File: src/logic/general_config_regs.svh
// register offsets, field positions and reset values of the general configuration bank
`ifndef GENERAL_CONFIG_REGS_SVH
`define GENERAL_CONFIG_REGS_SVH
`define ADDR_GENERAL_CONFIGURATION  8'h03
`define ADDR_RESERVED_GAP           8'h04
`define ADDR_REMOTE_TARGET          8'h06
`define ADDR_DES_ALIAS              8'h07
`define ADDR_TARGET_ALIAS           8'h09
`define ADDR_PLL_SOURCE_SELECT      8'h35
`define BIT_FORWARD_ALL             3
`define BIT_ALIAS_FORWARD           2
`define BIT_PLL_SOURCE_OVERRIDE     1
`define BIT_PIXEL_EDGE_SELECT       0
`define GENERAL_CONFIG_RESET        4'h5
`define LOW_FIELD_MASK              8'h0f
`define ZERO_BYTE                   8'h00
`endif

File: src/logic/general_config_pkg.sv
// types shared by the general configuration bank
package general_config_pkg;
    typedef enum logic [1:0] {route_drop, route_alias, route_forward_all} route_t;
    typedef enum logic {pll_ext_oscillator, pll_direct_pixel} pll_source_t;
endpackage

File: src/logic/forward_decider.sv
// decides whether a local transaction is forwarded and which address it carries
`timescale 1ns/100ps
`default_nettype none
`include "general_config_regs.svh"
module forward_decider
    import general_config_pkg::*;
(
    input  wire logic [6:0] target_id,
    input  wire logic [6:0] own_id,
    input  wire logic [6:0] remote_des_id,
    input  wire logic [6:0] remote_target_id,
    input  wire logic [6:0] des_alias,
    input  wire logic [6:0] target_alias,
    input  wire logic [6:0] remote_target_address,
    input  wire logic       forward_all,
    input  wire logic       alias_forward,
    output route_t          route,
    output logic [6:0]      forward_address
);
    // forward-all beats alias matching; own ID never forwarded
    always_comb
    begin
        route           = route_drop;
        forward_address = target_id;
        if (target_id == own_id)
            route = route_drop;
        else if (forward_all)
        begin
            route           = route_forward_all;
            forward_address = remote_target_address;
        end
        else if (alias_forward && (target_id == des_alias))
        begin
            route           = route_alias;
            forward_address = remote_des_id;
        end
        else if (alias_forward && (target_id == target_alias))
        begin
            route           = route_alias;
            forward_address = remote_target_id;
        end
    end
endmodule
`default_nettype wire

File: src/logic/general_config.sv
// general configuration register, low half, with forwarding and clocking steering
// Notes on behaviour
// forward-all sends every non-own ID across
// forward-all traffic remapped to remote target address
// clear forward-all forwards only matching IDs
// alias forwarding enable resets set, gates aliases
// override set: PLL source from register field
// override clear: PLL source from strap pin
// edge select: 1 rising, 0 falling sampling
// reserved gap reads zero, writes ignored
`timescale 1ns/100ps
`default_nettype none
`include "general_config_regs.svh"
module general_config
    import general_config_pkg::*;
(
    input  wire logic        clock,
    input  wire logic        reset_n,
    input  wire logic        reg_write,
    input  wire logic [7:0]  reg_address,
    input  wire logic [7:0]  reg_write_data,
    output logic [7:0]       reg_read_data,
    input  wire logic [6:0]  own_id,
    input  wire logic [6:0]  remote_des_id,
    input  wire logic [6:0]  remote_target_id,
    input  wire logic [6:0]  des_alias,
    input  wire logic [6:0]  target_alias,
    input  wire logic [6:0]  remote_target_address,
    input  wire logic        pll_source_field,
    input  wire logic        mode_strap,
    input  wire logic        txn_valid,
    input  wire logic [6:0]  txn_target_id,
    output logic             forward_valid,
    output logic [6:0]       forward_address,
    output logic             forward_all_active,
    output pll_source_t      pll_source,
    input  wire logic        pixel_clock_level,
    input  wire logic [11:0] pixel_data,
    output logic [11:0]      captured_data,
    output logic             captured_valid
);
    // stored fields; bits 7:4 of the register have no storage here
    logic [3:0]  general_configuration;
    logic        forward_all_on;
    logic        alias_forward_on;
    logic        pll_override_on;
    logic        rising_edge_select;
    logic        pixel_clock_prev;
    logic        edge_seen;
    route_t      route;
    logic [6:0]  next_forward_address;
    logic        next_forward_valid;
    pll_source_t next_pll_source;

    // true when a bus address selects the configuration register
    function automatic logic is_config_address(input logic [7:0] address);
        return address == `ADDR_GENERAL_CONFIGURATION;
    endfunction

    // true when the sampled pixel clock moved the selected way
    function automatic logic edge_matches(input logic level,
                                          input logic prev_level,
                                          input logic rising);
        if (rising)
            return level && !prev_level;
        else
            return !level && prev_level;
    endfunction

    // pll source choice: override field, otherwise strap pin
    function automatic pll_source_t select_pll_source(input logic override_on,
                                                      input logic field_value,
                                                      input logic strap_value);
        if (override_on)
            return pll_source_t'(field_value);
        else
            return pll_source_t'(strap_value);
    endfunction

    // register write; upper write bits are dropped on purpose
    always_ff @(posedge clock or negedge reset_n)
    begin
        if (!reset_n)
        begin
            general_configuration <= `GENERAL_CONFIG_RESET;
        end
        else if (reg_write && is_config_address(reg_address))
        begin
            general_configuration <= reg_write_data[`BIT_FORWARD_ALL:`BIT_PIXEL_EDGE_SELECT];
        end
    end

    // named views of the stored fields
    assign forward_all_on     = general_configuration[`BIT_FORWARD_ALL];
    assign alias_forward_on   = general_configuration[`BIT_ALIAS_FORWARD];
    assign pll_override_on    = general_configuration[`BIT_PLL_SOURCE_OVERRIDE];
    assign rising_edge_select = general_configuration[`BIT_PIXEL_EDGE_SELECT];

    // register read; gap and unmapped locations read zero
    always_comb
    begin
        if (is_config_address(reg_address))
            reg_read_data = 8'(general_configuration);
        else
            reg_read_data = `ZERO_BYTE;
    end

    forward_decider u_forward_decider
    (
        .target_id             (txn_target_id),
        .own_id                (own_id),
        .remote_des_id         (remote_des_id),
        .remote_target_id      (remote_target_id),
        .des_alias             (des_alias),
        .target_alias          (target_alias),
        .remote_target_address (remote_target_address),
        .forward_all           (forward_all_on),
        .alias_forward         (alias_forward_on),
        .route                 (route),
        .forward_address       (next_forward_address)
    );

    // a request leaves only when the decider picked a route
    assign next_forward_valid = txn_valid && (route != route_drop);

    // forward strobe, one cycle after the request edge
    always_ff @(posedge clock or negedge reset_n)
    begin
        if (!reset_n)
        begin
            forward_valid <= 1'b0;
        end
        else
        begin
            forward_valid <= next_forward_valid;
        end
    end

    // forwarded address; tracks the decider, meaningful with the strobe
    always_ff @(posedge clock or negedge reset_n)
    begin
        if (!reset_n)
        begin
            forward_address <= 7'h00;
        end
        else
        begin
            forward_address <= next_forward_address;
        end
    end

    // status copy of the forward-all field
    always_ff @(posedge clock or negedge reset_n)
    begin
        if (!reset_n)
        begin
            forward_all_active <= 1'b0;
        end
        else
        begin
            forward_all_active <= forward_all_on;
        end
    end

    // registered choice so the source output never glitches
    assign next_pll_source = select_pll_source(pll_override_on, pll_source_field, mode_strap);

    // pll source register
    always_ff @(posedge clock or negedge reset_n)
    begin
        if (!reset_n)
        begin
            pll_source <= pll_ext_oscillator;
        end
        else
        begin
            pll_source <= next_pll_source;
        end
    end

    // edge detect against the previous pixel clock sample
    always_comb
    begin
        edge_seen = edge_matches(pixel_clock_level, pixel_clock_prev, rising_edge_select);
    end

    // previous sample; resets to the low idle level, so no false falling edge
    always_ff @(posedge clock or negedge reset_n)
    begin
        if (!reset_n)
        begin
            pixel_clock_prev <= 1'b0;
        end
        else
        begin
            pixel_clock_prev <= pixel_clock_level;
        end
    end

    // capture strobe, one cycle wide
    always_ff @(posedge clock or negedge reset_n)
    begin
        if (!reset_n)
        begin
            captured_valid <= 1'b0;
        end
        else
        begin
            captured_valid <= edge_seen;
        end
    end

    // captured word; held until the next selected edge
    always_ff @(posedge clock or negedge reset_n)
    begin
        if (!reset_n)
        begin
            captured_data <= 12'h000;
        end
        else if (edge_seen)
        begin
            captured_data <= pixel_data;
        end
    end
endmodule
`default_nettype wire

File: config.mk
export PLATFORM = sky130hd
export DESIGN_NAME = general_config
export DESIGN_NICKNAME = d
export VERILOG_FILES = /design/src/logic/general_config_pkg.sv /design/src/logic/forward_decider.sv /design/src/logic/general_config.sv
export VERILOG_INCLUDE_DIRS = /design/src /design/src/logic
export SDC_FILE = /design/constraint.sdc
export NUM_CORES = 1
export LEC_CHECK = 0
export ABC_AREA = 1
export BUFFER_PORTS_ARGS = -buffer_cell sky130_fd_sc_hd__buf_2
export CAP_MARGIN = 10
export CORE_MARGIN = 4
export CORE_UTILIZATION = 30
export DETAILED_ROUTE_END_ITERATION = 8
export PLACE_DENSITY = 0.59
export SYNTH_ARGS = -nofsm -noshare
export SYNTH_HDL_FRONTEND = slang
export SYNTH_SLANG_ARGS = --single-unit
export TNS_END_PERCENT = 50
File: constraint.sdc
create_clock -name clock -period 1.3 [get_ports clock]
set_input_delay 0 -clock clock [delete_from_list [all_inputs] [get_ports clock]]
set_output_delay 0 -clock clock [all_outputs]
set_load 0.05 [all_outputs]
Yosys cells after proc, flatten, opt, wreduce, memory -nomap -nowiden
Cells that the tools add are included.
{"block": "op_classes", "shifts": 0, "add_sub_neg": 0, "n_mux": 11, "reduce_logical": 9, "n_mul": 0, "magnitude_cmp": 0, "eq_ne": 4, "div": 0, "n_bitwise": 0}
{"operator": "7-bit 2-to-1 mux", "n": 4}
{"operator": "7-bit equality test", "n": 3}
{"operator": "8-bit by 2-bit equality test with 1-bit output (second input constant)", "n": 1}
{"operator": "1-bit logical AND", "n": 6}
{"operator": "2-bit 2-to-1 mux", "n": 3}
{"operator": "4-bit 2-to-1 mux", "n": 1}
{"operator": "1-bit 2-to-1 mux", "n": 3}
{"operator": "1-bit zero test", "n": 2}
{"operator": "2-bit nonzero test", "n": 1}
{"block": "totals", "mem_count": 0, "input_bits": 84, "regBits": 28, "latch_bits": 0, "out_inout_bits": 31, "word_cells": 32, "romBits": 0, "mem_bits_rw": 0}

Longest topological paths before layout
Gate-level depths: netlist (run 1).
{"block": "logic_depth", "depth_word": 8, "depth_mapped": 13}

Modules after synthesis
From an unflattened synthesis (run 1), not the netlist that was laid out.
{"block": "hier_totals", "cells_unflattened": 316, "area_unflattened_um2": 1999.4}
{"module": "general_config", "area_each_um2": 1102.3, "seq_area_each_um2": 703.2, "cells_per_inst": 116, "n_inst": 1}
{"module": "forward_decider", "area_each_um2": 897.1, "seq_area_each_um2": 0.0, "cells_per_inst": 200, "n_inst": 1}

Worst setup path after synthesis (run 1)
OpenSTA, ideal clock, no wires.
{"block": "synth_path", "kind": "register to output", "start": "register general_configuration[3]", "end": "output reg_read_data[3]", "setup_slack_ns": -0.216, "t_required_ns": 1.300, "path_stages_with_launch": 4, "t_arrival_ns": 1.516, "cell_sequence": "dfrtp_1 -> clkbuf_1 -> clkinv_1 -> nor2_1"}
{"block": "synth_via", "elab_chain_len": 1}
{"item": "start: declaration", "line": "general_config.sv:43", "rtl": "logic [3:0] general_configuration;"}
{"item": "start signal: assignment", "line": "general_config.sv:85", "rtl": "general_configuration <= `GENERAL_CONFIG_RESET;"}
{"item": "start signal: assignment", "line": "general_config.sv:89", "rtl": "general_configuration <= reg_write_data[`BIT_FORWARD_ALL:`BIT_PIXEL_EDGE_SELECT];"}
{"item": "4-bit 2-to-1 mux", "line": "general_config.sv:102", "rtl": "if (is_config_address(reg_address))"}
{"item": "end: declaration", "line": "general_config.sv:22", "rtl": "output logic [7:0] reg_read_data,"}
Every way passes these cells.

Final worst setup path (run 1)
{"block": "layout_path", "start": "register general_configuration[2]", "end": "register forward_address[2]"}
{"block": "layout_via", "elab_chain_len": 5, "word_cells_on_any_way": 6, "cone_classes": "4 x mux; 2 x reduce/logical"}
{"item": "1-bit logical AND", "line": "forward_decider.sv:37", "rtl": "else if (alias_forward && (target_id == target_alias))"}
{"item": "7-bit 2-to-1 mux", "line": "forward_decider.sv:37"}
{"item": "7-bit 2-to-1 mux (*)", "line": "forward_decider.sv:32", "rtl": "else if (alias_forward && (target_id == des_alias))"}
{"item": "7-bit 2-to-1 mux (*)", "line": "forward_decider.sv:27", "rtl": "else if (forward_all)"}
{"item": "7-bit 2-to-1 mux (*)", "line": "forward_decider.sv:25", "rtl": "if (target_id == own_id)"}
{"item": "named net next_forward_address[2]", "line": "general_config.sv:51", "rtl": "logic [6:0] next_forward_address;"}
{"item": "end signal: assignment", "line": "general_config.sv:148", "rtl": "forward_address <= next_forward_address;"}
{"item": "end: declaration", "line": "general_config.sv:34", "rtl": "output logic [6:0] forward_address,"}
Mark *: on every way through the listed nets, which the timed path passes. The rest lies on a longest branch.
A chain may end at the register's enable or synchronous reset.

==> results.md, run 1 <==
* Worst-margin pin slew at 0.596 ns
* Clock buffer count from CTS at 3
* Worst VDD drop at 502 uV
* Yosys warns at 0
* H-tree Lvls at 1
* Final setup viols at 12
* Gpl congestion at 0.874
* Xor/xnor cell area share of the yosys netlist at approximately 3.3%
* First-pass GRT wire length at ~8.5 mm
* Switching power at 0.889 mW
* Number of vias per cell at 4.27
* Critical path required time at 1.46 ns
* Initial Utilization at between 30% and 40%
* Worst slew margin at 60.2%
* Final WL at between 5 and 6 mm
* CTS tree: built
* Pins over their slew limit at 0
* GRT overflow at 0
* IO buf count at ~110
* Placed Cells at approximately 450
* Die Y at 86.6 um
* RSZ-0062 raised after global routing: yes
* Fin cells at 477
* Max clock buf depth at 2
* Total power at around 2.4 mW
* Most frequent cells in the layout: buf_2 (103), nand2_1 (89), inv_1 (31), nor2_1 (29), dfrtp_1 (26)
* Initial antenna violation count at 0
* Vias in the first global route at 1985
* Pre-antenna DRT Iters at 4
* Failing checks: negative setup slack
* Sw Ratio at 36.4%
* GRT Overall Usage at roughly 14%
* WP data arrival at 1.59 ns
* Std-Cell Rows at 28
* Critical Path Source Type: register
* Compound-cell area share of the yosys netlist at about 3.8%
* ANT cells at 0
* FMAX at roughly 700 MHz
* Crit end category: register
* Fill cell total of the finished layout at ~640
* Avg Inst Size Synth at 6.91 um^2
* Largest net degree at the start of global routing at 29
* Post-route ant nets at 0
* Internal power at 1.56 mW
* Clock sinks at 28
* Cell Pwr Density at 849 nW/um^2
* Clk pwr share at 21.4%
* Path type of the worst setup path: reg2reg
* Fin worst setup slack at -0.127 ns
* Register area at 703 um^2
* Share of cells above drive strength 1 at 41.8%
* Post-Syn Instances at about 270
* Adder-cell share of the synthesized area at 0%
* Commonest non-fill, non-tap cell in the layout: buf_2
* Area delta synth->final at 55.5%
* Mux cell area share after synthesis at ~7.3%
* Main combinational cell family by area after synthesis: simple AND/OR/NAND/NOR gates
* Hold Fails Final Rpt at 0
* Yosys reg bits at 28
* Full die area at between 7000 and 8000 um^2
* Distinct cells, synth at 27
* Mapped cell area at 1850 um^2
* Min Clock Period, post-route at ~1.4 ns
* Crit share post-route at 110%
* Register clock-pin slew on the reported worst setup and hold paths at 0.09 ns
* Combinational cell fraction of total power at 38.1%
* Drt wl/cell at 11.8 um
* CTS root buf: clkbuf_8
* 1st-iter DRT viols at between 40 and 50
* I/O pin count at 115
* Status: finished, violations left
* Vias at 2038
* HPWL after DPL at 4.39 mm
* Multi-input logic area at 1040 um^2
* Die outline width at slightly below 90 um
* Share of power burned in registers at between 40% and 50%
* Crit-path max FO at 6
* Post-Synth Simple-Gate Area at 35.8%
* Maxcap violations at 0
* Setup TNS at -0.946 ns
* DRC at 0
* HP Class: in2reg
* Clock Skew at 0.00503 ns
* Register area share after synthesis at between 30 and 40%
* Layout Utilization at 48.4%
* Leakage at 1.64 nW
* Clk_lat worst skew at approximately 0.27 ns
* Core box area at about 6000 um^2
* Final Net Count at 487
## power by group through the flow
stage	sequential (mW)	clock, mW	combinational, mW
global route	1.00	0.579	1.01
global placement	1.00	0	0.850
floorplan	1.27	0	0.305
detailed placement	1.00	0	0.853
CTS	0.987	0.543	0.912
finish	0.990	0.524	0.931
## sequential cells by signal (all words and copies together) (netlist names)
name                   count
captured_data             12
captured_valid             1
forward_address            7
forward_all_active         1
forward_valid              1
general_configuration      4
pixel_clock_prev           1
pll_source                 1
## timing repair
action / CTS / global route
gates cloned: 0 / 0
buffers inserted: 2 / 3
setup endpoints to repair: 23 / 23
pin swaps: 13 / 11
resized for setup: 13 / 19
endpoints found under the hold margin: 45 / 0
hold buffers: 21 / 0
## metal layers
layer	GRT usage (%)	up-vias	share of wire [%]
met5	0	-	0
met4	4.25	0	0.89
met3	1.33	2	5.9
met2	26.5	76	52
met1	17.3	887	41
li1	-	1073	-
## logic make-up (layout without fill, tap and decap cells)
logic type,Yosys count,in the layout
DFF,28,28
other,1,4
AOI/OAI and AO/OA,14,14
muxes,12,12
xor gates and xnor gates,7,7
buffers and inverters,49,180
and+or+nand+nor,157,157
## path summary, 6_finish.rpt
| kind | to | startpoint | cells past startpoint | slack [ns] |
|---|---|---|---|---|
| setup / recovery | forward_address[2] | general_configuration[2] | 9 | -0.13 |
| hold / removal | forward_address[1] | txn_target_id[1] | 3 | 0.02 |
| setup reg to reg | forward_address[2] | general_configuration[2] | 9 | -0.13 |
| hold reg to reg | captured_data[5] | captured_data[5] | 1 | 0.50 |
| max in group asynchronous | captured_data[7] | reset_n | 2 | 0.63 |
| min in group asynchronous | pixel_clock_prev | reset_n | 2 | 0.27 |
## area by class of cell
class | instances | share of cell area [%]
timing repair buffer | 136 | 28.8
inverter | 40 | 5.34
clock buffer | 4 | 1.91
sequential | 28 | 24.4
multi-input combinational | 194 | 36.2
tap | 75 | 3.26
## cell usage after synthesis
library cell / n / area, um^2
nand4_1: 1 / 6.26
nor3_2: 1 / 10.0
inv_4: 1 / 6.26
buf_4: 5 / 37.5
xor2_1: 1 / 8.76
mux2_2: 12 / 135
nand3_1: 16 / 80.1
nor2_2: 3 / 18.8
clkbuf_1: 1 / 3.75
nand3_2: 1 / 10.0
buf_6: 1 / 11.3
nor2_1: 34 / 128
dfstp_2: 2 / 52.6
nand2_2: 4 / 25.0
o21ai_1: 1 / 5.00
buf_2: 2 / 10.0
inv_2: 4 / 15.0
nand2b_1: 1 / 6.26
nor2_8: 1 / 20.0
nand2_1: 94 / 353
a21oi_1: 13 / 65.1
inv_1: 33 / 124
conb_1: 1 / 3.75
clkinv_1: 2 / 7.51
dfrtp_1: 26 / 651
nor4_1: 1 / 6.26
xnor2_1: 6 / 52.6
## through the flow
step                worst slack (ns)  hold slack, ns  cell area [um^2]
floorplan                   -0.00744          -0.296              1880
global placement              -0.147          0.0556              2470
detailed placement            -0.164          0.0554              2470
CTS                           -0.154          0.0147              2800
global route                  -0.231          0.0194              2880
finish                        -0.127          0.0206              2880
## worst max-delay path, cell delays in order, from the launching register on
cell and delay (ns):
dfstp_2 0.55, inv_2 0.05, a21oi_2 0.11, nand2_1 0.10
nor2_4 0.16, nand3_1 0.12, nand3_2 0.10, nand2_2 0.05
nand2_1 0.05, nand2_1 0.04
No activity file was read; power rests on OpenSTA's default activity.
==> inputs of run 2 (changes only) <==
--- a/config.mk
+++ b/config.mk
@@ -12,6 +12,7 @@
 export CORE_MARGIN = 4
 export CORE_UTILIZATION = 30
 export DETAILED_ROUTE_END_ITERATION = 8
+export HOLD_SLACK_MARGIN = 0.08
 export PLACE_DENSITY = 0.59
 export SYNTH_ARGS = -nofsm -noshare
 export SYNTH_HDL_FRONTEND = slang
==> run 2 against run 1 <==
The run still ends with negative setup slack left. Register-to-register slack about the same. Setup slack got worse by 0.0027 ns. Non-clock buffer count increased by 20. Critical path depth unchanged. Die area unchanged. First-iteration DRC count decreased by 20%. Critical path type unchanged.
==> results.md, run 2 (synthesis gave the netlist of run 1 again) <==
* HP Class: in2reg
* Largest net degree at the start of global routing at 29 (unchanged)
* Status: finished, violations left
* Fin worst setup slack at -0.130 ns (-0.00274 ns)
* Clock buffer count from CTS at 3 (unchanged)
* WP data arrival at 1.59 ns (about the same)
* Total power at 2.49 mW (+2.0%)
* Crit-path max FO at 6 (unchanged)
* Std-Cell Rows at 28 (unchanged)
* Hold Path Depth at 5 (+2)
* Min Clock Period, post-route at 1.43 ns (+0.00274 ns)
* Pre-antenna DRT Iters at 4 (unchanged)
* Reg with most FFs: captured_data
* Clk_lat worst skew at 0.27 ns (about the same)
* Post-route ant nets at 0 (unchanged)
* Crit end category: register
* Drt wl/cell at 11.7 um (-1.1%)
* Critical Path Source Type: register
* Gpl congestion at 0.874 (unchanged)
* Worst-margin pin slew at 0.603 ns (+0.00631 ns)
* H-tree Lvls at 1 (unchanged)
* Pins over their slew limit at 0 (unchanged)
* Worst slew margin at 59.8% (-0.42 points)
* Maxcap violations at 0 (unchanged)
* 1st-iter DRT viols at 39 (-20%)
* Path type of the worst setup path: reg2reg
* Cell Pwr Density at 808 nW/um^2 (-4.9%)
* Failing checks: negative setup slack
* Clock sinks at 28 (unchanged)
* Leakage at 1.73 nW (+5.3%)
* Die Y at 86.6 um (unchanged)
* Vias at 2107 (+3.4%)
* Most frequent cells in the layout: buf_2 (103), nand2_1 (88), dlygate4sd3_1 (41), inv_1 (31), nor2_1 (29)
* GRT Overall Usage at 14.7% (+0.46 points)
* Clock Skew at 0.00418 ns (-0.000842 ns)
* Final WL at 5.80 mm (+3.1%)
* Commonest non-fill, non-tap cell in the layout: buf_2
* Share of cells above drive strength 1 at 40.3% (-1.5 points)
* Final Net Count at 507 (+4.1%)
* Initial antenna violation count at 0 (unchanged)
* Full die area at 7490 um^2 (unchanged)
* Core box area at 5960 um^2 (unchanged)
* First-pass GRT wire length at 8.82 mm (+3.9%)
* Number of vias per cell at 4.24 (-0.77%)
* Max FFs per register at 12 (unchanged)
* Vias in the first global route at 2063 (+3.9%)
* CTS root buf: clkbuf_8
* CTS tree: built
* HPWL after DPL at 4.39 mm (unchanged)
* Leading registers by flop count: captured_data (12), forward_address (7), general_configuration (4)
* Register-to-Register Path Depth at 9 (unchanged)
* Fill cell total of the finished layout at 621 (-3.1%)
* ANT cells at 0 (unchanged)
* Critical path required time at 1.46 ns (about the same)
* Initial Utilization at 31.1% (unchanged)
* Area delta synth->final at 66.8%
* GRT overflow at 0 (unchanged)
* Crit share post-route at 110% (+0.21 points)
* FMAX at 700 MHz (-0.19%)
* RSZ-0062 raised after global routing: yes
* IO buf count at 106 (unchanged)
* Final setup viols at 12 (unchanged)
* Register clock-pin slew on the reported worst setup and hold paths at 0.09 ns (about the same)
* Layout Utilization at 51.8% (+3.5 points)
* Worst VDD drop at 502 uV (about the same)
* DRC at 0 (unchanged)
* Die outline width at 86.6 um (unchanged)
* Max clock buf depth at 2 (unchanged)
* Hold Fails Final Rpt at 0 (unchanged)
* I/O pin count at 115 (unchanged)
-- run 2: cell count changes in the layout (fill, tap and decap cells not counted) --
cell,delta
nand2_1,-1
dlygate4sd3_1,+20
nand3_2,+1
nand2_2,+1
nand3_1,-1
-- run 2: timing repair --
action	4_1_cts	5_1_grt
buffers inserted	2	3
pin swaps	13	13
hold buffers	41	0
setup endpoints to repair	23	23
gates resized for setup	13	21
hold endpoints to repair	52	0
-- run 2: critical path: stages, from the launching register on --
cell     delay, ns
dfstp_2       0.55
inv_2         0.05
a21oi_2       0.11
nand2_1       0.10
nor2_4        0.16
nand3_1       0.12
nand3_2       0.10
nand2_2       0.05
nand2_1       0.05
nand2_1       0.04
-- run 2: cell type report --
cell class / instances / area (um^2) / area share, %
Sequential cell: 28 / 703 / 22.8
Clock buffer: 4 / 55.1 / 1.78
Timing Repair Buffer: 156 / 1030 / 33.4
Inverter: 40 / 154 / 4.98
Multi-Input combinational cell: 194 / 1050 / 34.0
Tap cell: 75 / 93.8 / 3.04
-- run 2: where the power goes --
part | switching, mW | internal (mW)
Sequential | 0.0352 | 0.954
Combinational | 0.610 | 0.370
Clock | 0.253 | 0.270
-- run 2: metal layers --
metal | part of all wire [%] | GRT usage, % | vias up
li1 | - | - | 1111
met1 | 42 | 17.9 | 922
met2 | 52 | 27.5 | 70
met3 | 5.2 | 1.05 | 4
met4 | 1.2 | 4.25 | 0
met5 | 0 | 0 | -
-- run 2: final timing paths --
path | from | endpoint | slack, ns
min in group asynchronous | reset_n | pixel_clock_prev | 0.27
min reg2reg | captured_data[5] | captured_data[5] | 0.50
max reg2reg | general_configuration[2] | forward_address[2] | -0.13
max | general_configuration[2] | forward_address[2] | -0.13
min | remote_target_address[0] | forward_address[0] | 0.08
max in group asynchronous | reset_n | captured_data[7] | 0.63
-- run 2: through the flow --
step                      setup TNS, ns  hold slack [ns]  cell area, um^2  setup slack, ns  std cells
after global placement            -1.42           0.0556             2470           -0.147        448
after detailed placement          -1.60           0.0554             2470           -0.164        448
final                            -0.967           0.0770             3090           -0.130        497
after global routing              -2.04            0.117             3090           -0.221        497
after CTS                        -0.941           0.0822             3000           -0.154        495
after floorplan                -0.00744           -0.296             1880         -0.00744        271
==> inputs of run 3 (changes only) <==
--- a/config.mk
+++ b/config.mk
@@ -8,13 +8,14 @@
 export LEC_CHECK = 0
 export ABC_AREA = 1
 export BUFFER_PORTS_ARGS = -buffer_cell sky130_fd_sc_hd__buf_2
-export CAP_MARGIN = 10
+export CAP_MARGIN = 25
 export CORE_MARGIN = 4
 export CORE_UTILIZATION = 30
 export DETAILED_ROUTE_END_ITERATION = 8
 export HOLD_SLACK_MARGIN = 0.08
-export PLACE_DENSITY = 0.59
+export PLACE_DENSITY = 0.58
 export SYNTH_ARGS = -nofsm -noshare
 export SYNTH_HDL_FRONTEND = slang
+export SYNTH_HIERARCHICAL = 1
 export SYNTH_SLANG_ARGS = --single-unit
 export TNS_END_PERCENT = 50
==> run 3 against run 2 <==
The run still ends with negative setup slack left. Setup slack improved by 0.050 ns. Utilization fell by 2.2 points. Final cell count rose by 9.7%. Clock-buffer cell count fell by 1. Register-to-register slack improved by 0.05 ns. Flip-flop and latch count did not move. Worst hold slack improved by 0.0052 ns. Combinational power fell by 8.0%. Largest cell class unchanged.
==> results.md, run 3 <==
* Post-Syn Instances at 316 (+18%)
* CP Cell Sequence: inv_2 > nor2_4 > nand2_2 > nor2_4 > nand2_4 > nor2_2 > nor2_1 > nand2_1 > nand2_1
* Core box area at 6420 um^2 (+7.8%)
* Pre-antenna DRT Iters at 4 (unchanged)
* Hold slack final at 0.0822 ns (+0.00522 ns)
* Post-synth top area share at 32.5% (-2.6 points)
* Status: finished, violations left
* Crit-path max cell delay at 0.55 ns (about the same)
* Initial Utilization at 31.1% (+0.039 points)
* ANT cells at 0 (unchanged)
* Std-Cell Rows at 29 (+3.6%)
* Number of vias per cell at 4.27 (+0.67%)
* Area delta synth->final at 59.4%
* Crit-path max FO at 8 (+2)
* Vias at 2326 (+10%)
* Yosys reg bits at 28 (unchanged)
* Share of cells above drive strength 1 at 34.4% (-5.9 points)
* EDFF count, synth at 0 (unchanged)
* First-pass GRT wire length at 9.89 mm (+12%)
* Cell Pwr Density at 808 nW/um^2 (about the same)
* Setup TNS at -0.531 ns (+0.435 ns)
* Final Net Count at 553 (+9.1%)
* Final setup viols at 8 (-4)
* Register area share after synthesis at 35.2% (-2.8 points)
* Commonest non-fill, non-tap cell in the layout: nand2_1
* Max FFs per register at 12 (unchanged)
* Most frequent cells in the layout: nand2_1 (127), buf_2 (104), dlygate4sd3_1 (45), nand3_1 (41), inv_1 (38)
* Mapped cell area at 2000 um^2 (+8.0%)
* Min Clock Period, post-route at 1.38 ns (-0.0504 ns)
* Worst slew margin at 57.0% (-2.8 points)
* HPWL after DPL at 4.81 mm (+9.6%)
* Clock sinks at 28 (unchanged)
* CP top delay family: simple AND/OR/NAND/NOR gates
* GR Layer Usage met1 at 19.3% (+1.4 points)
* Initial antenna violation count at 0 (unchanged)
* Failing checks: negative setup slack
* Full die area at 8030 um^2 (+7.2%)
* Die outline width at 89.6 um (+3.5%)
* M3 GR Usage at 2.01% (+0.96 points)
* CP bufs+invs at 1 (unchanged)
* R2r setup slk at -0.08 ns (+0.05 ns)
* Reg with most FFs: captured_data
* CTS root buf: clkbuf_8
* Final WL at 6.19 mm (+6.7%)
* Async SR Flop Fraction at 100% (unchanged)
* Drt wl/cell at 11.4 um (-2.7%)
* Worst-margin pin slew at 0.645 ns (+0.0419 ns)
* Max clock buf depth at 2 (unchanged)
* Count leader, synth: nand2_1
* RSZ-0062 raised after global routing: yes
* Critical Path Source Type: register
* Crit share post-route at 106% (-3.9 points)
* GRT Overall Usage at 15.4% (+0.68 points)
* Hold Fails Final Rpt at 0 (unchanged)
* Top cells by area, synth: dfrtp_1 (33%), nand2_1 (25%), nand3_1 (10%), inv_1 (7.3%), nor2_1 (4.7%)
* Fill cell total of the finished layout at 684 (+10%)
* GRT overflow at 0 (unchanged)
* Path type of the worst setup path: reg2reg
* Predominant post-synthesis flop cell: dfrtp_1
* Largest net degree at the start of global routing at 29 (unchanged)
* Leading registers by flop count: captured_data (12), forward_address (7), general_configuration (4)
* HP Class: in2reg
* Post-route ant nets at 0 (unchanged)
* Die Y at 89.6 um (+3.5%)
* Leakage at 1.83 nW (+5.8%)
* Vias in the first global route at 2327 (+13%)
* Maxcap violations at 0 (unchanged)
* 1st-iter DRT viols at 45 (+15%)
* Worst VDD drop at 456 uV (-9.2%)
* Synth area leader: dfrtp_1
* Clk_lat worst skew at 0.27 ns (about the same)
* Synth cell count leaders: nand2_1 (131), nand3_1 (41), inv_1 (39), dfrtp_1 (26), nor2_1 (25)
* Critical path required time at 1.47 ns (about the same)
* Layer with the highest usage: met2
* WP data arrival at 1.55 ns (-0.04 ns)
* H-tree Lvls at 1 (unchanged)
* CTS tree: built
* Register clock-pin slew on the reported worst setup and hold paths at 0.10 ns (about the same)
* Worst path slowest cell: dfstp_2
* Fin cells at 545 (+9.7%)
* Pins over their slew limit at 0 (unchanged)
* Fin worst setup slack at -0.0792 ns (+0.0504 ns)
* Crit end category: register
* Total power at 2.57 mW (+3.3%)
* Distinct cells, synth at 22 (-19%)
* Met2 GRT Util at 27.7% (+0.19 points)
* DRC at 0 (unchanged)
* Avg Inst Size Synth at 6.33 um^2 (-8.4%)
* Gpl congestion at 0.853 (-2.4%)
* IO buf count at 106 (unchanged)
* Clock buffer count from CTS at 3 (unchanged)
* Yosys warns at 6 (+6)
* I/O pin count at 115 (unchanged)
* Placed Cells at 495 (+10%)
* Clock Skew at 0.00515 ns (+0.000969 ns)
* FMAX at 725 MHz (+3.7%)
==> run 3: path summary, 6_finish.rpt <==
check | from | to | cells after the start
max in group asynchronous | reset_n | forward_all_active | 2
min in group asynchronous | reset_n | captured_data[11] | 2
worst max register to register | general_configuration[2] | forward_address[3] | 9
worst min-delay path | remote_target_id[3] | forward_address[3] | 5
worst min register to register | general_configuration[0] | general_configuration[0] | 2
worst max-delay path | general_configuration[2] | forward_address[3] | 9
==> run 3: cells by family after synthesis <==
family	synth area share, %
AND/OR/NAND/NOR	47.4
buffers and inverters	13.5
flip-flops	35.2
XOR/XNOR	2.63
AO/OA/AOI/OAI	1.13
other	0.188
==> run 3: cell type report <==
class	instances	area [um^2]	area share [%]
Clock inverter	1	30.0	0.942
Inverter	48	180	5.65
Clock buffer	3	41.3	1.30
Timing Repair Buffer	156	1030	32.2
Sequential cell	28	703	22.1
Multi-Input combinational cell	232	1110	34.8
Tap cell	77	96.3	3.02
==> run 3: repair_timing <==
action,CTS,global route
gates resized for setup,5,16
buffers inserted,0,0
gates cloned,1,0
hold buffers,45,0
setup endpoints to repair,9,10
hold endpoints to repair,52,0
pin swaps,5,7
==> run 3: where the power goes <==
| group | leakage, nW | switching (mW) | internal (mW) |
|---|---|---|---|
| clock | 0.0357 | 0.281 | 0.412 |
| combinational | 1.45 | 0.577 | 0.327 |
| sequential | 0.342 | 0.0336 | 0.945 |
==> run 3: stage by stage <==
step / instance area (um^2) / utilization (%) / setup WS (ns)
CTS: 3130 / 48.8 / -0.0655
finish: 3190 / 49.6 / -0.0792
global placement: 2590 / 40.3 / -0.0709
global route: 3190 / 49.6 / -0.169
detailed placement: 2590 / 40.3 / -0.111
floorplan: 2010 / - / -0.0220
==> run 3: worst register-to-register path, stage by stage, from the launching register on <==
cell and delay, ns:
dfstp_2 0.55, inv_2 0.06, nor2_4 0.08, nand2_2 0.07
nor2_4 0.15, nand2_4 0.13, nor2_2 0.10, nor2_1 0.04
nand2_1 0.07, nand2_1 0.04
==> run 3: per-layer routing <==
metal	vias up	wire [um]
met2	79	2890
met1	996	2780
met3	9	429
met4	0	78
li1	1242	-
met5	-	0
